$ cat config.mk
export PLATFORM = sky130hd
export DESIGN_NAME = cs_clock_synth
export DESIGN_NICKNAME = d
export VERILOG_FILES = /design/src/pkg/cs_pkg.sv /design/src/pkg/cs_reg_if.sv /design/src/hw/cs_axil_slave.sv /design/src/hw/cs_clock_synth.sv
export SDC_FILE = /design/constraint.sdc
export NUM_CORES = 1
export LEC_CHECK = 0
export BUFFER_PORTS_ARGS = -buffer_cell sky130_fd_sc_hd__buf_2
export CAP_MARGIN = 20
export CORE_MARGIN = 2
export CORE_UTILIZATION = 30
export DETAILED_ROUTE_END_ITERATION = 8
export SETUP_SLACK_MARGIN = 0.1
export SLEW_MARGIN = 5
export SYNTH_ARGS = -nofsm -noshare
export SYNTH_HDL_FRONTEND = slang
export SYNTH_SLANG_ARGS = --single-unit
$ cat constraint.sdc
create_clock -name sys_clk_in -period 4.5 [get_ports sys_clk_in]
set_input_delay 0.225 -clock sys_clk_in [delete_from_list [all_inputs] [get_ports sys_clk_in]]
set_output_delay 0.225 -clock sys_clk_in [all_outputs]
set_load 0.02 [all_outputs]
$ cat src/pkg/cs_pkg.sv
`default_nettype none
package cs_pkg;
    // Timing
    localparam int CLK_PERIOD_NS  = 5;
    localparam int CLK_MHZ        = 1000 / CLK_PERIOD_NS;
    localparam int MAX_SYS_MHZ    = 32;
    localparam int TICK2X_MIN_CYC = (CLK_MHZ + 2 * MAX_SYS_MHZ - 1) / (2 * MAX_SYS_MHZ);
    localparam int GAP_W          = 3;
    localparam logic [GAP_W-1:0] GAP_OK_CNT = GAP_W'(TICK2X_MIN_CYC - 1);
    localparam int REF_LOSS_NS    = 2000;
    localparam int REF_LOSS_CYC   = REF_LOSS_NS / CLK_PERIOD_NS;
    localparam int LOSS_W         = $clog2(REF_LOSS_CYC + 1);
    localparam logic [LOSS_W-1:0] LOSS_LAST = LOSS_W'(REF_LOSS_CYC);
    // VCO ticks at 24x ref: /3 gives the 8x of the 2X path, /2 the 3X path
    localparam logic [7:0] VCO_PER_2X    = 8'h03;
    localparam logic [7:0] VCO_PER_3X    = 8'h02;
    localparam logic [2:0] POST_MAX_CODE = 3'h5;
    localparam logic [7:0] POST_MAX_DIV  = 8'h20;
    // Register offsets
    localparam logic [7:0] ADDR_CTRL  = 8'h00;
    localparam logic [7:0] ADDR_DIVBY = 8'h04;
    localparam logic [7:0] ADDR_STAT  = 8'h08;
    localparam logic [7:0] ADDR_MASK  = 8'h0C;
    localparam logic [7:0] ADDR_OSC   = 8'h10;
    localparam logic [7:0] ADDR_FOPT  = 8'h14;
    // Fields
    localparam int CTRL_W = 5;
    localparam int CTRL_REF_SEL  = 0;
    localparam int CTRL_PLL_SEL  = 1;
    localparam int CTRL_PLL_PD   = 2;
    localparam int CTRL_EXT_MODE = 3;
    localparam int CTRL_SHDN_EN  = 4;
    localparam int TRIM_W = 10;
    localparam int OSC_W  = 13;
    localparam int OSC_RELAX_PD   = 10;
    localparam int OSC_RELAX_STBY = 11;
    localparam int OSC_CRYSTAL_OUT_PIN_PD    = 12;
    localparam int EV_W = 3;
    localparam int EV_LOCK    = 0;
    localparam int EV_UNLOCK  = 1;
    localparam int EV_REFLOSS = 2;
    localparam int STAT_LIVE_LSB = 8;
    // Reset values
    localparam logic [CTRL_W-1:0] CTRL_RST  = 5'h00;
    localparam logic [2:0]        DIVBY_RST = 3'h0;
    localparam logic [OSC_W-1:0]  OSC_RST   = 13'h0000;
    localparam logic [EV_W-1:0]   MASK_RST  = 3'h0;
    localparam logic [TRIM_W-1:0] FOPT_RST  = 10'h000;
    // Bus answers
    localparam logic [1:0] RESP_OKAY   = 2'h0;
    localparam logic [1:0] RESP_SLVERR = 2'h2;

    typedef enum logic [2:0] {
        CS_BYP = 3'b001,
        CS_PLL = 3'b010,
        CS_OFF = 3'b100
    } cs_path_t;
endpackage
`default_nettype wire

$ cat src/pkg/cs_reg_if.sv
`timescale 1ns/1ps
`default_nettype none
interface cs_reg_if;
    logic        wr_en;
    logic [7:0]  wr_addr;
    logic [31:0] wr_data;
    logic [3:0]  wr_strb;
    logic        wr_err;
    logic [7:0]  rd_addr;
    logic [31:0] rd_data;
    logic        rd_err;
    modport bus  (output wr_en, wr_addr, wr_data, wr_strb, rd_addr,
                  input  wr_err, rd_data, rd_err);
    modport core (input  wr_en, wr_addr, wr_data, wr_strb, rd_addr,
                  output wr_err, rd_data, rd_err);
endinterface
`default_nettype wire

$ cat src/hw/cs_axil_slave.sv
`timescale 1ns/1ps
`default_nettype none
module cs_axil_slave
    import cs_pkg::*;
(
    input  wire logic        sys_clk_in,
    input  wire logic        resetn_in,
    input  wire logic [7:0]  s_axi_awaddr_in,
    input  wire logic        s_axi_awvalid_in,
    output logic             s_axi_awready_out,
    input  wire logic [31:0] s_axi_wdata_in,
    input  wire logic [3:0]  s_axi_wstrb_in,
    input  wire logic        s_axi_wvalid_in,
    output logic             s_axi_wready_out,
    output logic [1:0]       s_axi_bresp_out,
    output logic             s_axi_bvalid_out,
    input  wire logic        s_axi_bready_in,
    input  wire logic [7:0]  s_axi_araddr_in,
    input  wire logic        s_axi_arvalid_in,
    output logic             s_axi_arready_out,
    output logic [31:0]      s_axi_rdata_out,
    output logic [1:0]       s_axi_rresp_out,
    output logic             s_axi_rvalid_out,
    input  wire logic        s_axi_rready_in,
    cs_reg_if.bus            regs
);
    logic        aw_h, w_h, next_aw_h, next_w_h;
    logic [7:0]  aw_a, next_aw_a;
    logic [31:0] w_d, next_w_d;
    logic [3:0]  w_s, next_w_s;
    logic        next_awready, next_wready, next_arready, next_bvalid, next_rvalid;
    logic [1:0]  next_bresp, next_rresp;
    logic [31:0] next_rdata;

    // Write fires once both halves are held, one cycle after the later one
    assign regs.wr_en   = aw_h & w_h & ~s_axi_bvalid_out;
    assign regs.wr_addr = aw_a;
    assign regs.wr_data = w_d;
    assign regs.wr_strb = w_s;
    assign regs.rd_addr = s_axi_araddr_in;

    always_comb begin
        next_aw_h = aw_h;
        next_aw_a = aw_a;
        next_w_h = w_h;
        next_w_d = w_d;
        next_w_s = w_s;
        next_bvalid = s_axi_bvalid_out;
        next_bresp = s_axi_bresp_out;
        next_rvalid = s_axi_rvalid_out;
        next_rdata = s_axi_rdata_out;
        next_rresp = s_axi_rresp_out;
        if (s_axi_awvalid_in && s_axi_awready_out) begin
            next_aw_h = 1'b1;
            next_aw_a = s_axi_awaddr_in;
        end
        if (s_axi_wvalid_in && s_axi_wready_out) begin
            next_w_h = 1'b1;
            next_w_d = s_axi_wdata_in;
            next_w_s = s_axi_wstrb_in;
        end
        if (regs.wr_en) begin
            next_aw_h = 1'b0;
            next_w_h = 1'b0;
            next_bvalid = 1'b1;
            next_bresp = regs.wr_err ? RESP_SLVERR : RESP_OKAY;
        end
        if (s_axi_bvalid_out && s_axi_bready_in) begin
            next_bvalid = 1'b0;
        end
        if (s_axi_rvalid_out && s_axi_rready_in) begin
            next_rvalid = 1'b0;
        end
        if (s_axi_arvalid_in && s_axi_arready_out) begin
            next_rvalid = 1'b1;
            next_rdata = regs.rd_data;
            next_rresp = regs.rd_err ? RESP_SLVERR : RESP_OKAY;
        end
        next_awready = ~next_aw_h;
        next_wready = ~next_w_h;
        next_arready = ~next_rvalid;
    end

    always_ff @(posedge sys_clk_in or negedge resetn_in) begin
        if (!resetn_in) begin
            aw_h <= 1'b0;
            aw_a <= 8'h00;
            w_h <= 1'b0;
            w_d <= 32'h0000_0000;
            w_s <= 4'h0;
            s_axi_awready_out <= 1'b1;
            s_axi_wready_out <= 1'b1;
            s_axi_arready_out <= 1'b1;
            s_axi_bvalid_out <= 1'b0;
            s_axi_bresp_out <= RESP_OKAY;
            s_axi_rvalid_out <= 1'b0;
            s_axi_rdata_out <= 32'h0000_0000;
            s_axi_rresp_out <= RESP_OKAY;
        end else begin
            aw_h <= next_aw_h;
            aw_a <= next_aw_a;
            w_h <= next_w_h;
            w_d <= next_w_d;
            w_s <= next_w_s;
            s_axi_awready_out <= next_awready;
            s_axi_wready_out <= next_wready;
            s_axi_arready_out <= next_arready;
            s_axi_bvalid_out <= next_bvalid;
            s_axi_bresp_out <= next_bresp;
            s_axi_rvalid_out <= next_rvalid;
            s_axi_rdata_out <= next_rdata;
            s_axi_rresp_out <= next_rresp;
        end
    end
endmodule // cs_axil_slave
`default_nettype wire

$ cat src/hw/cs_clock_synth.sv
`timescale 1ns/1ps
`default_nettype none
module cs_clock_synth
    import cs_pkg::*;
(
    input  wire logic              sys_clk_in,
    input  wire logic              resetn_in,
    input  wire logic [7:0]        s_axi_awaddr_in,
    input  wire logic              s_axi_awvalid_in,
    output logic                   s_axi_awready_out,
    input  wire logic [31:0]       s_axi_wdata_in,
    input  wire logic [3:0]        s_axi_wstrb_in,
    input  wire logic              s_axi_wvalid_in,
    output logic                   s_axi_wready_out,
    output logic [1:0]             s_axi_bresp_out,
    output logic                   s_axi_bvalid_out,
    input  wire logic              s_axi_bready_in,
    input  wire logic [7:0]        s_axi_araddr_in,
    input  wire logic              s_axi_arvalid_in,
    output logic                   s_axi_arready_out,
    output logic [31:0]            s_axi_rdata_out,
    output logic [1:0]             s_axi_rresp_out,
    output logic                   s_axi_rvalid_out,
    input  wire logic              s_axi_rready_in,
    input  wire logic              relax_osc_in,
    input  wire logic              crystal_in_pin_in,
    input  wire logic              ext_clock_pin_in,
    input  wire logic              pll_vco_tick_in,
    input  wire logic              pll_lock_in,
    input  wire logic [TRIM_W-1:0] flash_trim_in,
    output logic                   clk2x_tick_out,
    output logic                   clk3x_tick_out,
    output logic                   sys_clk_out,
    output logic [TRIM_W-1:0]      osc_trim_out,
    output logic                   relax_pd_out,
    output logic                   relax_stby_out,
    output logic                   crystal_out_pin_pd_out,
    output logic                   pll_pd_out,
    output logic                   shutdown_out,
    output logic                   irq_out
);
    cs_reg_if regs ();

    cs_axil_slave u_slave (
        .sys_clk_in        (sys_clk_in),
        .resetn_in         (resetn_in),
        .s_axi_awaddr_in   (s_axi_awaddr_in),
        .s_axi_awvalid_in  (s_axi_awvalid_in),
        .s_axi_awready_out (s_axi_awready_out),
        .s_axi_wdata_in    (s_axi_wdata_in),
        .s_axi_wstrb_in    (s_axi_wstrb_in),
        .s_axi_wvalid_in   (s_axi_wvalid_in),
        .s_axi_wready_out  (s_axi_wready_out),
        .s_axi_bresp_out   (s_axi_bresp_out),
        .s_axi_bvalid_out  (s_axi_bvalid_out),
        .s_axi_bready_in   (s_axi_bready_in),
        .s_axi_araddr_in   (s_axi_araddr_in),
        .s_axi_arvalid_in  (s_axi_arvalid_in),
        .s_axi_arready_out (s_axi_arready_out),
        .s_axi_rdata_out   (s_axi_rdata_out),
        .s_axi_rresp_out   (s_axi_rresp_out),
        .s_axi_rvalid_out  (s_axi_rvalid_out),
        .s_axi_rready_in   (s_axi_rready_in),
        .regs              (regs)
    );

    // Register state
    logic [CTRL_W-1:0] ctrl, next_ctrl;
    logic [2:0]        divby, next_divby;
    logic [OSC_W-1:0]  osc, next_osc;
    logic [EV_W-1:0]   mask, next_mask;
    logic [EV_W-1:0]   stat, next_stat;
    logic [TRIM_W-1:0] fopt, next_fopt;
    logic              fopt_loaded;
    logic [31:0]       wv;
    logic [EV_W-1:0]   ev, clr;
    // Path state
    cs_path_t          state, next_state;
    logic              ref_q, ref_lvl, ref_rise, lock_q;
    logic [LOSS_W-1:0] loss_cnt, next_loss_cnt;
    logic              ref_lost;
    logic [7:0]        cnt2, next_cnt2, cnt3, next_cnt3;
    logic [7:0]        post, term2, term3;
    logic [2:0]        code;
    logic              cand2, cand3, cand, gap_ok;
    logic [GAP_W-1:0]  gap_cnt, next_gap_cnt;
    logic              next_tick2, next_tick3, next_sys;

    function automatic logic [31:0] wmerge(input logic [31:0] old_v,
                                           input logic [31:0] new_v,
                                           input logic [3:0]  strb);
        logic [31:0] r;
        r = old_v;
        for (int i = 0; i < 4; i++) begin
            if (strb[i]) begin
                r[i*8 +: 8] = new_v[i*8 +: 8];
            end
        end
        return r;
    endfunction

    // Read decode, unmapped offsets answer with an error
    always_comb begin
        regs.rd_err = 1'b0;
        case (regs.rd_addr)
            ADDR_CTRL: regs.rd_data = {27'h0, ctrl};
            ADDR_DIVBY: regs.rd_data = {29'h0, divby};
            ADDR_STAT: regs.rd_data = {21'h0, shutdown_out, state == CS_PLL,
                                       pll_lock_in, 5'h00, stat};
            ADDR_MASK: regs.rd_data = {29'h0, mask};
            ADDR_OSC: regs.rd_data = {19'h0, osc};
            ADDR_FOPT: regs.rd_data = {22'h0, fopt};
            default: begin
                regs.rd_data = 32'h0000_0000;
                regs.rd_err = 1'b1;
            end
        endcase
    end

    // Events: PLL lock gained, lock lost, reference lost
    assign ev[EV_LOCK] = pll_lock_in & ~lock_q;
    assign ev[EV_UNLOCK] = ~pll_lock_in & lock_q;
    assign ev[EV_REFLOSS] = (next_loss_cnt == LOSS_LAST) & ~ref_lost;

    always_comb begin
        next_ctrl = ctrl;
        next_divby = divby;
        next_osc = osc;
        next_mask = mask;
        next_fopt = fopt;
        clr = '0;
        regs.wr_err = 1'b0;
        wv = 32'h0000_0000;
        if (!fopt_loaded) begin
            next_fopt = flash_trim_in;
        end
        case (regs.wr_addr)
            ADDR_CTRL: begin
                wv = wmerge({27'h0, ctrl}, regs.wr_data, regs.wr_strb);
                if (regs.wr_en) next_ctrl = wv[CTRL_W-1:0];
            end
            ADDR_DIVBY: begin
                wv = wmerge({29'h0, divby}, regs.wr_data, regs.wr_strb);
                if (regs.wr_en) next_divby = wv[2:0];
            end
            ADDR_STAT: begin
                if (regs.wr_en && regs.wr_strb[0]) clr = regs.wr_data[EV_W-1:0];
            end
            ADDR_MASK: begin
                wv = wmerge({29'h0, mask}, regs.wr_data, regs.wr_strb);
                if (regs.wr_en) next_mask = wv[EV_W-1:0];
            end
            ADDR_OSC: begin
                wv = wmerge({19'h0, osc}, regs.wr_data, regs.wr_strb);
                if (regs.wr_en) next_osc = wv[OSC_W-1:0];
            end
            ADDR_FOPT: ;
            default: regs.wr_err = 1'b1;
        endcase
        // Set beats clear so an event in the clearing cycle is kept
        next_stat = (stat & ~clr) | ev;
    end

    always_ff @(posedge sys_clk_in or negedge resetn_in) begin
        if (!resetn_in) begin
            ctrl <= CTRL_RST;
            divby <= DIVBY_RST;
            osc <= OSC_RST;
            mask <= MASK_RST;
            stat <= '0;
            fopt <= FOPT_RST;
            fopt_loaded <= 1'b0;
        end else begin
            ctrl <= next_ctrl;
            divby <= next_divby;
            osc <= next_osc;
            mask <= next_mask;
            stat <= next_stat;
            fopt <= next_fopt;
            fopt_loaded <= 1'b1;
        end
    end

    // Reference selection; internal unless the select bit is set
    assign ref_lvl = ~ctrl[CTRL_REF_SEL] ? relax_osc_in :
                     (ctrl[CTRL_EXT_MODE] ? ext_clock_pin_in : crystal_in_pin_in);
    assign ref_rise = ref_lvl & ~ref_q;
    assign ref_lost = loss_cnt == LOSS_LAST;

    assign code = (divby > POST_MAX_CODE) ? POST_MAX_CODE : divby;
    assign post = 8'h01 << code;
    assign term2 = 8'(VCO_PER_2X * post);
    assign term3 = 8'(VCO_PER_3X * post);
    assign gap_ok = gap_cnt >= GAP_OK_CNT;

    always_comb begin
        next_loss_cnt = ref_rise ? '0 : (ref_lost ? loss_cnt : loss_cnt + 1'b1);
        next_cnt2 = cnt2;
        next_cnt3 = cnt3;
        cand2 = 1'b0;
        cand3 = 1'b0;
        // PLL divide to 8x ref (2X) and 12x ref (3X) / postscaler
        if (pll_vco_tick_in) begin
            if (cnt2 >= term2 - 8'h01) begin
                next_cnt2 = 8'h00;
                cand2 = 1'b1;
            end else begin
                next_cnt2 = cnt2 + 8'h01;
            end
            if (cnt3 >= term3 - 8'h01) begin
                next_cnt3 = 8'h00;
                cand3 = 1'b1;
            end else begin
                next_cnt3 = cnt3 + 8'h01;
            end
        end
        case (state)
            CS_BYP: cand = ref_rise;
            CS_PLL: cand = cand2;
            default: cand = 1'b0;
        endcase
        next_tick2 = cand & gap_ok;
        // 3X tick from the PLL only
        next_tick3 = cand3 & (state == CS_PLL);
        next_sys = sys_clk_out ^ next_tick2;
        next_gap_cnt = next_tick2 ? '0 : (gap_ok ? gap_cnt : gap_cnt + 1'b1);
        next_state = state;
        case (state)
            // Switch between bypass and PLL only once the minimum 2X tick gap has passed
            CS_BYP: begin
                if (ctrl[CTRL_PLL_SEL] && pll_lock_in && !ctrl[CTRL_PLL_PD] && gap_ok) begin
                    next_state = CS_PLL;
                end
            end
            CS_PLL: begin
                if (ref_lost && ctrl[CTRL_SHDN_EN]) begin
                    next_state = CS_OFF;
                end else if ((!ctrl[CTRL_PLL_SEL] || !pll_lock_in || ctrl[CTRL_PLL_PD])
                             && gap_ok) begin
                    next_state = CS_BYP;
                end
            end
            CS_OFF: begin
                if (!stat[EV_REFLOSS]) next_state = CS_BYP;
            end
            default: next_state = CS_BYP;
        endcase
    end

    always_ff @(posedge sys_clk_in or negedge resetn_in) begin
        if (!resetn_in) begin
            state <= CS_BYP;
            ref_q <= 1'b0;
            lock_q <= 1'b0;
            loss_cnt <= '0;
            cnt2 <= 8'h00;
            cnt3 <= 8'h00;
            gap_cnt <= '0;
            clk2x_tick_out <= 1'b0;
            clk3x_tick_out <= 1'b0;
            sys_clk_out <= 1'b0;
        end else begin
            state <= next_state;
            ref_q <= ref_lvl;
            lock_q <= pll_lock_in;
            loss_cnt <= next_loss_cnt;
            cnt2 <= next_cnt2;
            cnt3 <= next_cnt3;
            gap_cnt <= next_gap_cnt;
            clk2x_tick_out <= next_tick2;
            clk3x_tick_out <= next_tick3;
            sys_clk_out <= next_sys;
        end
    end

    // Control outputs to the analog side
    always_ff @(posedge sys_clk_in or negedge resetn_in) begin
        if (!resetn_in) begin
            osc_trim_out <= '0;
            relax_pd_out <= 1'b0;
            relax_stby_out <= 1'b0;
            crystal_out_pin_pd_out <= 1'b0;
            pll_pd_out <= 1'b0;
            shutdown_out <= 1'b0;
            irq_out <= 1'b0;
        end else begin
            osc_trim_out <= osc[TRIM_W-1:0];
            relax_pd_out <= osc[OSC_RELAX_PD];
            relax_stby_out <= osc[OSC_RELAX_STBY];
            crystal_out_pin_pd_out <= osc[OSC_CRYSTAL_OUT_PIN_PD];
            pll_pd_out <= next_ctrl[CTRL_PLL_PD] | (next_state == CS_OFF);
            shutdown_out <= next_state == CS_OFF;
            irq_out <= |(next_stat & next_mask);
        end
    end
endmodule // cs_clock_synth
`default_nettype wire

==> results of run 1 <==
Yosys cell counts (3+ instances only):
| master | count | area (µm²) |
|---|---|---|
| a211oi_1 | 3 | 22.52 |
| and2_1 | 4 | 25.02 |
| o211ai_1 | 3 | 22.52 |
| nand2_1 | 44 | 165.2 |
| a22o_1 | 3 | 26.28 |
| nor2b_1 | 5 | 31.28 |
| a22oi_1 | 7 | 52.55 |
| nor3_1 | 10 | 50.05 |
| o21ai_0 | 22 | 110.1 |
| or2_2 | 4 | 25.02 |
| mux2i_1 | 7 | 70.07 |
| buf_4 | 22 | 165.2 |
| nor2_1 | 36 | 135.1 |
| ha_1 | 30 | 375.4 |
| o21a_1 | 3 | 22.52 |
| mux4_2 | 3 | 67.56 |
| xor2_1 | 11 | 96.34 |
| dfstp_2 | 4 | 105.1 |
| nand3_1 | 18 | 90.09 |
| nor4_1 | 3 | 18.77 |
| clkbuf_1 | 13 | 48.80 |
| a21oi_1 | 24 | 120.1 |
| o31ai_1 | 3 | 22.52 |
| nand2b_1 | 9 | 56.30 |
| nand4_1 | 6 | 37.54 |
| mux2_2 | 54 | 608.1 |
| a21o_1 | 7 | 52.55 |
| o2bb2ai_1 | 6 | 52.55 |
| inv_1 | 28 | 105.1 |
| dfrtp_1 | 131 | 3278 |
| xnor2_1 | 12 | 105.1 |
cells in the final DEF (no fill, tap or decap), drive strengths merged, types with 3 or more instances in the layout:
master         n
nand4          6
a21o           7
o211ai         3
ha            30
or4            4
o2bb2ai        6
nor2b          5
a22oi          7
o21ai         22
dlygate4sd3    3
nand2         44
mux2          54
xnor2         12
buf           92
conb          24
or2            5
a211oi         4
nor4           3
o31ai          3
inv           35
dfrtp        131
a21oi         24
clkinv         6
a22o           3
o21a           3
nor3          11
clkbuf        19
xor2          11
mux2i          7
nand2b         9
and2           4
dfstp          4
mux4           3
nand3         18
nor2          36
cell type report:
class,count,area share
repair buffers,95,0.06411
flip-flops and latches,135,0.4344
well taps,280,0.04499
multi-input cells,397,0.3702
inverters,29,0.01398
clock inverters,13,0.01414
clock buffers,19,0.05816
logic make-up (layout without fill, tap and decap cells):
kind of cell	Yosys count	after routing	synth area share
adder cells (fa/ha/maj)	30	30	0.05743
AO/OA/AOI/OAI	97	97	0.09782
flip-flops	135	135	0.5176
other	2	24	0.001149
buffers and inverters	68	156	0.05398
AND/OR/NAND/NOR	159	159	0.1271
XOR/XNOR	23	23	0.03082
multiplexers	64	64	0.1141
registers in the layout, summed over array words and instances (netlist names), 5 cells and up:
name and count:
u_slave.s_axi_rdata_out 13, u_slave.regs.wr_addr 8, cnt2 8, fopt 10
loss_cnt 9, cnt3 8, ctrl 5, osc 13
u_slave.regs.wr_data 13, osc_trim_out 10
stage by stage:
step                instances  total power [mW]
detailed placement        933             2.843
floorplan                 600             2.548
CTS                       968             4.172
global placement          933             2.817
global route              968             4.412
finish                    968             4.120
per-layer routing:
layer,global-route usage,vias to the layer above
met5,0,-
met4,0.04907,0
met3,0.03832,14
met2,0.1959,89
met1,0.1771,2193
li1,-,2208
critical path, stage by stage, from the launching register on:
cell and delay [ns]:
dfrtp_1 0.49, nor2_1 0.35, nand2_1 0.16, ha_1 0.21
inv_1 0.10, ha_1 0.26, a21o_1 0.16, a21oi_1 0.22
o21bai_1 0.09, a21oi_1 0.17, xor2_1 0.09, ha_1 0.31
nand4_1 0.12, o31ai_1 0.51, and2_1 0.23, xor2_1 0.14
final timing paths:
kind | from | end | slack, ns | depth (start not counted)
max reg2reg | divby[1] | sys_clk_out | 0.80 | 15
max in group asynchronous | resetn_in | fopt_loaded | 2.98 | 3
min | s_axi_awaddr_in[2] | u_slave.regs.wr_addr[2] | 0.03 | 3
min reg2reg | osc[3] | osc_trim_out[3] | 0.40 | 0
min in group asynchronous | resetn_in | sys_clk_out | 0.50 | 2
max | divby[1] | sys_clk_out | 0.80 | 15
power by group through the flow:
| stage | Clock (mW) | Combinational [mW] | Sequential [mW] |
|---|---|---|---|
| after floorplan | 0 | 0.793 | 1.75 |
| after global placement | 0 | 1.03 | 1.79 |
| after detailed placement | 0 | 1.05 | 1.79 |
| after CTS | 1.34 | 1.06 | 1.78 |
| after global routing | 1.40 | 1.19 | 1.82 |
| final | 1.31 | 1.04 | 1.77 |
==> out/results.txt, run 1 <==
Critical Path AT: 4.03 ns
Placement-stage cell area: 7194 µm²
Setup Buffers After CTS: 0
Port Buf Inserts: 91
Longest Clk Path Bufs: 2
Detailed Route Iter0 Violations: 191
Uppermost layer routed: met4
Seq. cell area: 3383 µm²
Sequential area share after synthesis: 0.5176
Final setup viols: 0
Clock transition at the registers of the reported paths: 0.06 ns
Max rail drop VDD: 0.3711 mV
Measured slew at the worst slew-check pin: 0.9937 ns
Ys flop type: dfrtp_1
Hold_buf cts: 3
Met2 wire len: 6512 µm
Post-route minimum period: 3.695 ns
P_sw: 1.380 mW
Initial antenna violation count: 0
Fill count: 2201
Wire per inst: 14.54 µm
Clock Skew: 0.01038 ns
RSZ-0062 raised after global routing: false
Total GRT Usage: 0.1300
PostCTS Resize Cnt: 0
Pre-CTS WS: 0.8041 ns
Area used by multi-input combinational logic: 2883 µm²
Htree depth: 4
Final Cycle Share: 0.8211
Status: complete, no violations
Met3 wire length: 574 µm
Post-route cell area: 7787 µm²
Fraction of layout cells with a size suffix above 1: 0.2863
Final WS setup: 0.8049 ns
Post-route ant nets: 0
Largest net degree at the start of global routing: 101
Row cnt: 54
Mapped Avg Cell Area: 11.31 µm²
Final Core Density: 0.3602
First-pass GRT wire length: 23020 µm
Synth Register Bits: 135
Full die area: 22980 µm²
Worst Hold Slack: 0.02560 ns
Critical setup path kind: flop to flop
Area Overhead vs Synth: 19.14%
DRC: 0
Synthesis Warnings: 0
Clock root buffer: clkbuf_16
DIE HEIGHT: 151.6 µm
Int Pwr: 2.740 mW
CP endpoint kind: flop
Final Hold Viols: 0
Fmax: 270.6 MHz
Dpl hpwl: 10330 µm
Placer congestion estimate: 0.7803
Routed metal-1 wire length: 6680 µm
Critical path required time: 4.84 ns
Final net count: 779
Max-slew headroom: 0.3282
Post-synth EDFFs: 0
MaxCap Viol Count: 0
Clk network pwr share: 0.317
Power Density: 529.0 nW/µm²
Drt total wl: 14080 µm
IO Pins: 134
CTS Buf Count: 17
Peak fanout along the critical path: 11
Vias in the first global route: 4361
Final Max Slew Viols: 0
Worst skew pair latency: 0.42 ns
Distinct cell type count after synthesis: 62
Die width: 151.6 µm
CTS tree: built
Grt total ovfl: 0
Antenna diode instance count: 0
Worst Setup Start Kind: flop
Netlist Area Pre-Place: 6536 µm²
Flop pwr share: 0.430
Mapped Cells: 578
Clk sinks: 135
Vias: 4504
Leakage: 3.664 nW
Setup TNS: 0 ns
Logic pwr share: 0.253
Switching Share: 0.3350
Core area: 21620 µm²
Worst min path class: input pin to flop
Initial Util: 0.3023
Post-synth ARST share: 1.000
Vias/cell: 4.653
Drt first pass iters: 4
No activity file was read; power rests on OpenSTA's default activity.
==> inputs of run 2 (changes only) <==
clock period = 3.34 ns   (was 4.5 ns; I/O delays follow)
==> run 2 against run 1 <==
Effect of this change:
- non-clock buffer count grew 53
- sequential share of layout area decreased by 3.2 points
- sequential power increased by 36%
- final cell count rose by 5.5%
- clock power grew 40%
- first-iteration DRC count up 9.9%
- largest cell class unchanged
==> out/results.txt, run 2 (same netlist as run 1, synthesis figures left out) <==
Status: complete, no violations
Clk sinks: 135 (unchanged)
Area Overhead vs Synth: 28.73%
Setup TNS: 0 ns (unchanged)
Tot Pwr: 5.852 mW (+42%)
Antenna diode instance count: 0 (unchanged)
Placer congestion estimate: 0.8013 (+2.7%)
Longest Clk Path Bufs: 2 (unchanged)
Worst Setup Start Kind: flop
Post-route cell area: 8414 µm² (+8.0%)
FF-to-FF path depth: 15 (unchanged)
Final Cycle Share: 0.9587 (+0.1376)
Final setup viols: 0 (unchanged)
RR Startpoint: divby[0]
CTS Buf Count: 17 (unchanged)
Power Density: 695.5 nW/µm² (+31%)
Post-route minimum period: 3.202 ns (-0.4930 ns)
Die width: 151.6 µm (unchanged)
Worst min path class: input pin to flop
Most frequent cells in the layout: dfrtp_1, buf_2, mux2_2
Peak fanout along the critical path: 3 (-8)
Clock transition at the registers of the reported paths: 0.06 ns (about the same)
First-pass GRT wire length: 24320 µm (+5.6%)
Critical setup path kind: flop to flop
Initial antenna violation count: 1 (+1)
Worst skew pair latency: 0.42 ns (about the same)
Largest net degree at the start of global routing: 97 (-4.0%)
Max-slew headroom: 0.3699 (+0.04167)
Fraction of layout cells with a size suffix above 1: 0.3185 (+0.03215)
MaxCap Viol Count: 0 (unchanged)
Measured slew at the worst slew-check pin: 0.9321 ns (-0.06164 ns)
CP Capture Point: sys_clk_out
Full die area: 22980 µm² (unchanged)
Port Buf Inserts: 91 (unchanged)
Grt total ovfl: 0 (unchanged)
Total GRT Usage: 0.1356 (+0.005530)
Fmax: 312.3 MHz (+15%)
Dpl hpwl: 10640 µm (+3.0%)
IO Pins: 134 (unchanged)
Placement-stage cell area: 7298 µm² (+1.4%)
Drt total wl: 14970 µm (+6.4%)
CP endpoint kind: flop
Drt first pass iters: 4 (unchanged)
RSZ-0062 raised after global routing: true
Leakage: 3.927 nW (+7.2%)
Critical path required time: 3.64 ns (-1.20 ns)
Initial Util: 0.3023 (unchanged)
Final Hold Viols: 0 (unchanged)
Max rail drop VDD: 0.4554 mV (+23%)
Worst Hold Slack: 0.02538 ns (-0.0002137 ns)
Row cnt: 54 (unchanged)
Final Max Slew Viols: 0 (unchanged)
Wire per inst: 14.66 µm (+0.84%)
Vias: 4743 (+5.3%)
Vias/cell: 4.645 (-0.16%)
DIE HEIGHT: 151.6 µm (unchanged)
Post-route ant nets: 0 (unchanged)
Clock root buffer: clkbuf_16
FF-to-FF setup slack: 0.14 ns (-0.67 ns)
CTS tree: built
Reg2reg end: sys_clk_out
DRC: 0 (unchanged)
Critical Path AT: 3.50 ns (-0.53 ns)
Core area: 21620 µm² (unchanged)
CP Launch Point: divby[0]
Vias in the first global route: 4738 (+8.6%)
Detailed Route Iter0 Violations: 210 (+9.9%)
Final net count: 832 (+6.8%)
Commonest non-fill, non-tap cell in the layout: dfrtp_1
Htree depth: 4 (unchanged)
Clock Skew: 0.009999 ns (-0.0003771 ns)
==> run 2: cell count changes in the layout (fill, tap and decap cells not counted), sizes merged <==
cell	change
inv	-6
bufinv	+2
clkinv	+5
buf	+19
clkbuf	-1
dlygate4sd3	+34
==> run 2: per-layer routing <==
layer  track usage  routed length (µm)  up-vias  part of all wire
li1              -                   -     2300                 -
met1        0.1764                6836     2308              0.46
met2        0.2179                7197      111              0.48
met3       0.03982                 674       22             0.045
met4       0.04352                 249        2             0.017
met5             0                  13        -           0.00087
==> run 2: final cells by class <==
type | count | area, µm²
clock inverters | 14 | 152.6
clock buffers | 18 | 429.2
inverters | 29 | 108.9
fillers | 2126 | 13210
well taps | 280 | 350.3
flip-flops and latches | 135 | 3386
repair buffers | 148 | 998.5
multi-input cells | 397 | 2989
==> run 2: worst max-delay path, stage by stage (launching register included) <==
cell and delay (ns):
dfrtp_1 0.43, or3_4 0.43, ha_1 0.28, inv_1 0.04, ha_1 0.29, inv_2 0.07, o21bai_1 0.07, a21oi_1 0.17
xor2_1 0.16, ha_1 0.27, a21oi_1 0.15, o21ai_1 0.12, a32oi_1 0.21, o31ai_2 0.12, and2_4 0.16, xor2_1 0.13
==> run 2: how the worst min path moves through the flow <==
stage | slack [ns] | endpoint | startpoint | depth (start not counted)
after global placement | 0.32 | sys_clk_out | resetn_in | 1
after detailed placement | 0.31 | sys_clk_out | resetn_in | 1
after global routing | 0.02 | u_slave.s_axi_rresp_out[1] | s_axi_arvalid_in | 3
after floorplan | -0.13 | clk2x_tick_out | resetn_in | 0
final | 0.03 | u_slave.s_axi_rresp_out[1] | s_axi_arvalid_in | 3
after CTS | 0.007 | u_slave.s_axi_rresp_out[1] | s_axi_arvalid_in | 3
==> run 2: through the flow <==
stage	std cells	setup WS (ns)	utilization
after global placement	944	0.03638	0.3376
after global routing	1021	0.04153	0.3892
after floorplan	600	0.1055	-
final	1021	0.1379	0.3892
after CTS	1017	0.1170	0.3844
after detailed placement	944	-0.003348	0.3376
==> run 2: power by group <==
part           switching, mW  internal (mW)
registers              0.380           2.02
clock network          0.726           1.10
logic                  0.809          0.811
==> run 2: what timing repair did <==
action,CTS,global route
gates resized for setup,8,17
buffers inserted,4,4
hold endpoints to repair,128,0
endpoints found under the setup margin,9,11
pin swaps,5,8
hold buffers,37,0
==> inputs of run 3 (changes only) <==
clock period = 3.5 ns   (was 3.34 ns; I/O delays follow)
==> run 3 against run 2 <==
Effect of this change:
- setup slack improved by 0.15 ns
- sequential power down 5%
- largest power group unchanged
- count of clock-buffer cells in the layout is 2 higher
- clock power is 8% higher
- fmax fell by 0.35%
==> out/results.txt, run 3 (same netlist as run 1, synthesis figures left out) <==
Drt total wl: 14560 µm (-2.7%)
Met2 wire len: 7104 µm (-1.3%)
RSZ-0062 raised after global routing: false
Clk network pwr share: 0.344 (+0.031)
Worst Hold Slack: 0.01739 ns (-0.007989 ns)
Tot Pwr: 5.731 mW (-2.1%)
Switching Share: 0.3108 (-0.01643)
Crit path cell chain: nor2b_4 > nand2b_4 > ha_1 > inv_1 > ha_1 > a21o_1 > a21oi_4 > o21bai_1 > a21oi_1 > xor2_1 > ha_1 > a21oi_1 > o21ai_1 > a32oi_1 > o31ai_2 > and2_4 > xor2_1
Hold Path Stages: 2 (-1)
Dpl hpwl: 10580 µm (-0.63%)
Drt first pass iters: 4 (unchanged)
Clock transition at the registers of the reported paths: 0.06 ns (about the same)
Full die area: 22980 µm² (unchanged)
Clock root buffer: clkbuf_16
Logic pwr share: 0.258 (-0.019)
Critical Path AT: 3.51 ns (about the same)
Max incr delay on CP: 0.44 ns (about the same)
P_sw: 1.781 mW (-7.0%)
Worst min path class: input pin to flop
Final net count: 823 (-1.1%)
Slowest CP cell: dfrtp_2
Largest net degree at the start of global routing: 97 (unchanged)
Commonest non-fill, non-tap cell in the layout: dfrtp_1
Final setup viols: 0 (unchanged)
Flop pwr share: 0.398 (-0.013)
Peak fanout along the critical path: 7 (+4)
Detailed Route Iter0 Violations: 222 (+5.7%)
Total GRT Usage: 0.1327 (-0.002848)
Placement-stage cell area: 7277 µm² (-0.29%)
Initial antenna violation count: 0 (-1)
Post-route minimum period: 3.213 ns (+0.01110 ns)
Clock Skew: 0.006547 ns (-0.003452 ns)
Fmax: 311.2 MHz (-0.35%)
CTS tree: built
Max rail drop VDD: 0.4637 mV (+1.8%)
Setup Buffers After CTS: 0 (-4)
IO Pins: 134 (unchanged)
FF-to-FF setup slack: 0.29 ns (+0.15 ns)
Max-slew headroom: 0.4070 (+0.03710)
Fraction of layout cells with a size suffix above 1: 0.3010 (-0.01753)
CTS Buf Count: 17 (unchanged)
Reg2reg end: sys_clk_out
Row cnt: 54 (unchanged)
Final Max Slew Viols: 0 (unchanged)
FF-to-FF path depth: 17 (+2)
Worst Setup Start Kind: flop
Post-route cell area: 8373 µm² (-0.49%)
Die width: 151.6 µm (unchanged)
Status: complete, no violations
MaxCap Viol Count: 0 (unchanged)
Final Cycle Share: 0.9181 (-0.04065)
First-pass GRT wire length: 23680 µm (-2.6%)
Vias in the first global route: 4510 (-4.8%)
Worst Hold Endpoint: fopt[4]
Area Overhead vs Synth: 28.10%
Vias: 4659 (-1.8%)
Measured slew at the worst slew-check pin: 0.8895 ns (-0.04252 ns)
CP endpoint kind: flop
Port Buf Inserts: 91 (unchanged)
Critical setup path kind: flop to flop
Leakage: 3.904 nW (-0.57%)
Wire per inst: 14.39 µm (-1.9%)
Core area: 21620 µm² (unchanged)
Most frequent cells in the layout: dfrtp_1, buf_2, mux2_2
Int Pwr: 3.950 mW (+0.32%)
Clk sinks: 135 (unchanged)
Met3 wire length: 586 µm (-13%)
Post-route ant nets: 0 (unchanged)
Grt total ovfl: 0 (unchanged)
Critical Path Most Common Cell: ha_1
Initial Util: 0.3023 (unchanged)
Longest Clk Path Bufs: 2 (unchanged)
Power Density: 684.5 nW/µm² (-1.6%)
Htree depth: 4 (unchanged)
Worst skew pair latency: 0.41 ns (about the same)
Setup TNS: 0 ns (unchanged)
Uppermost layer routed: met4
DRC: 0 (unchanged)
Vias/cell: 4.604 (-0.90%)
Routed metal-1 wire length: 6716 µm (-1.8%)
Critical path required time: 3.80 ns (+0.16 ns)
Placer congestion estimate: 0.8232 (+2.7%)
RR Startpoint: divby[1]
Beginning of the worst hold path: flash_trim_in[4]
DIE HEIGHT: 151.6 µm (unchanged)
Final Hold Viols: 0 (unchanged)
run 3: worst max path at each step:
stage,startpoint,end,depth (start not counted)
floorplan,divby[2],sys_clk_out,17
global placement,divby[2],cnt2[0],15
detailed placement,divby[2],cnt2[0],15
CTS,divby[2],cnt2[0],15
global route,divby[2],sys_clk_out,17
finish,divby[1],sys_clk_out,17
run 3: layer usage:
layer | vias to the layer above | global-route usage
li1 | 2296 | -
met5 | - | 0
met3 | 11 | 0.03383
met2 | 94 | 0.2154
met4 | 0 | 0.03519
met1 | 2258 | 0.1773
run 3: critical path, delay by kind of cell, from the launching register on:
family | cells | cell delay [ns]
AO/OA/AOI/OAI | 8 | 1.07
adder cells (fa/ha/maj) | 3 | 0.74
AND/OR/NAND/NOR | 3 | 0.46
flip-flops | 1 | 0.44
XOR/XNOR | 2 | 0.30
buffers and inverters | 1 | 0.09
run 3: stage by stage:
step           setup slack (ns)  cells    util
3_5_place_dp            0.08692    944  0.3366
6_report                 0.2868   1012  0.3873
4_1_cts                  0.1177   1011  0.3836
5_1_grt                  0.1036   1011  0.3872
3_3_place_gp             0.1515    944  0.3366
2_1_floorplan            0.1215    600       -
run 3: power by group through the flow:
stage	Sequential [mW]	Clock [mW]	Combinational, mW
final	2.28	1.97	1.48
after CTS	2.28	2.01	1.44
after detailed placement	2.30	0	1.40
after global routing	2.34	2.08	1.69
after global placement	2.30	0	1.36
after floorplan	2.26	0	1.02
run 3: timing repair:
item	in CTS	in global routing
gates resized for setup	2	17
hold endpoints to repair	127	0
pin swaps	0	5
hold buffers	36	0
setup endpoints to repair	2	12
run 3: final cells by class:
type / instances / area (µm²)
fill: 2106 / 13250
timing repair buffer: 139 / 912.1
tap: 280 / 350.3
inverter: 29 / 108.9
sequential: 135 / 3386
clock buffer: 20 / 456.7
multi-input combinational: 397 / 2960
clock inverter: 11 / 196.4
antenna: 1 / 2.502
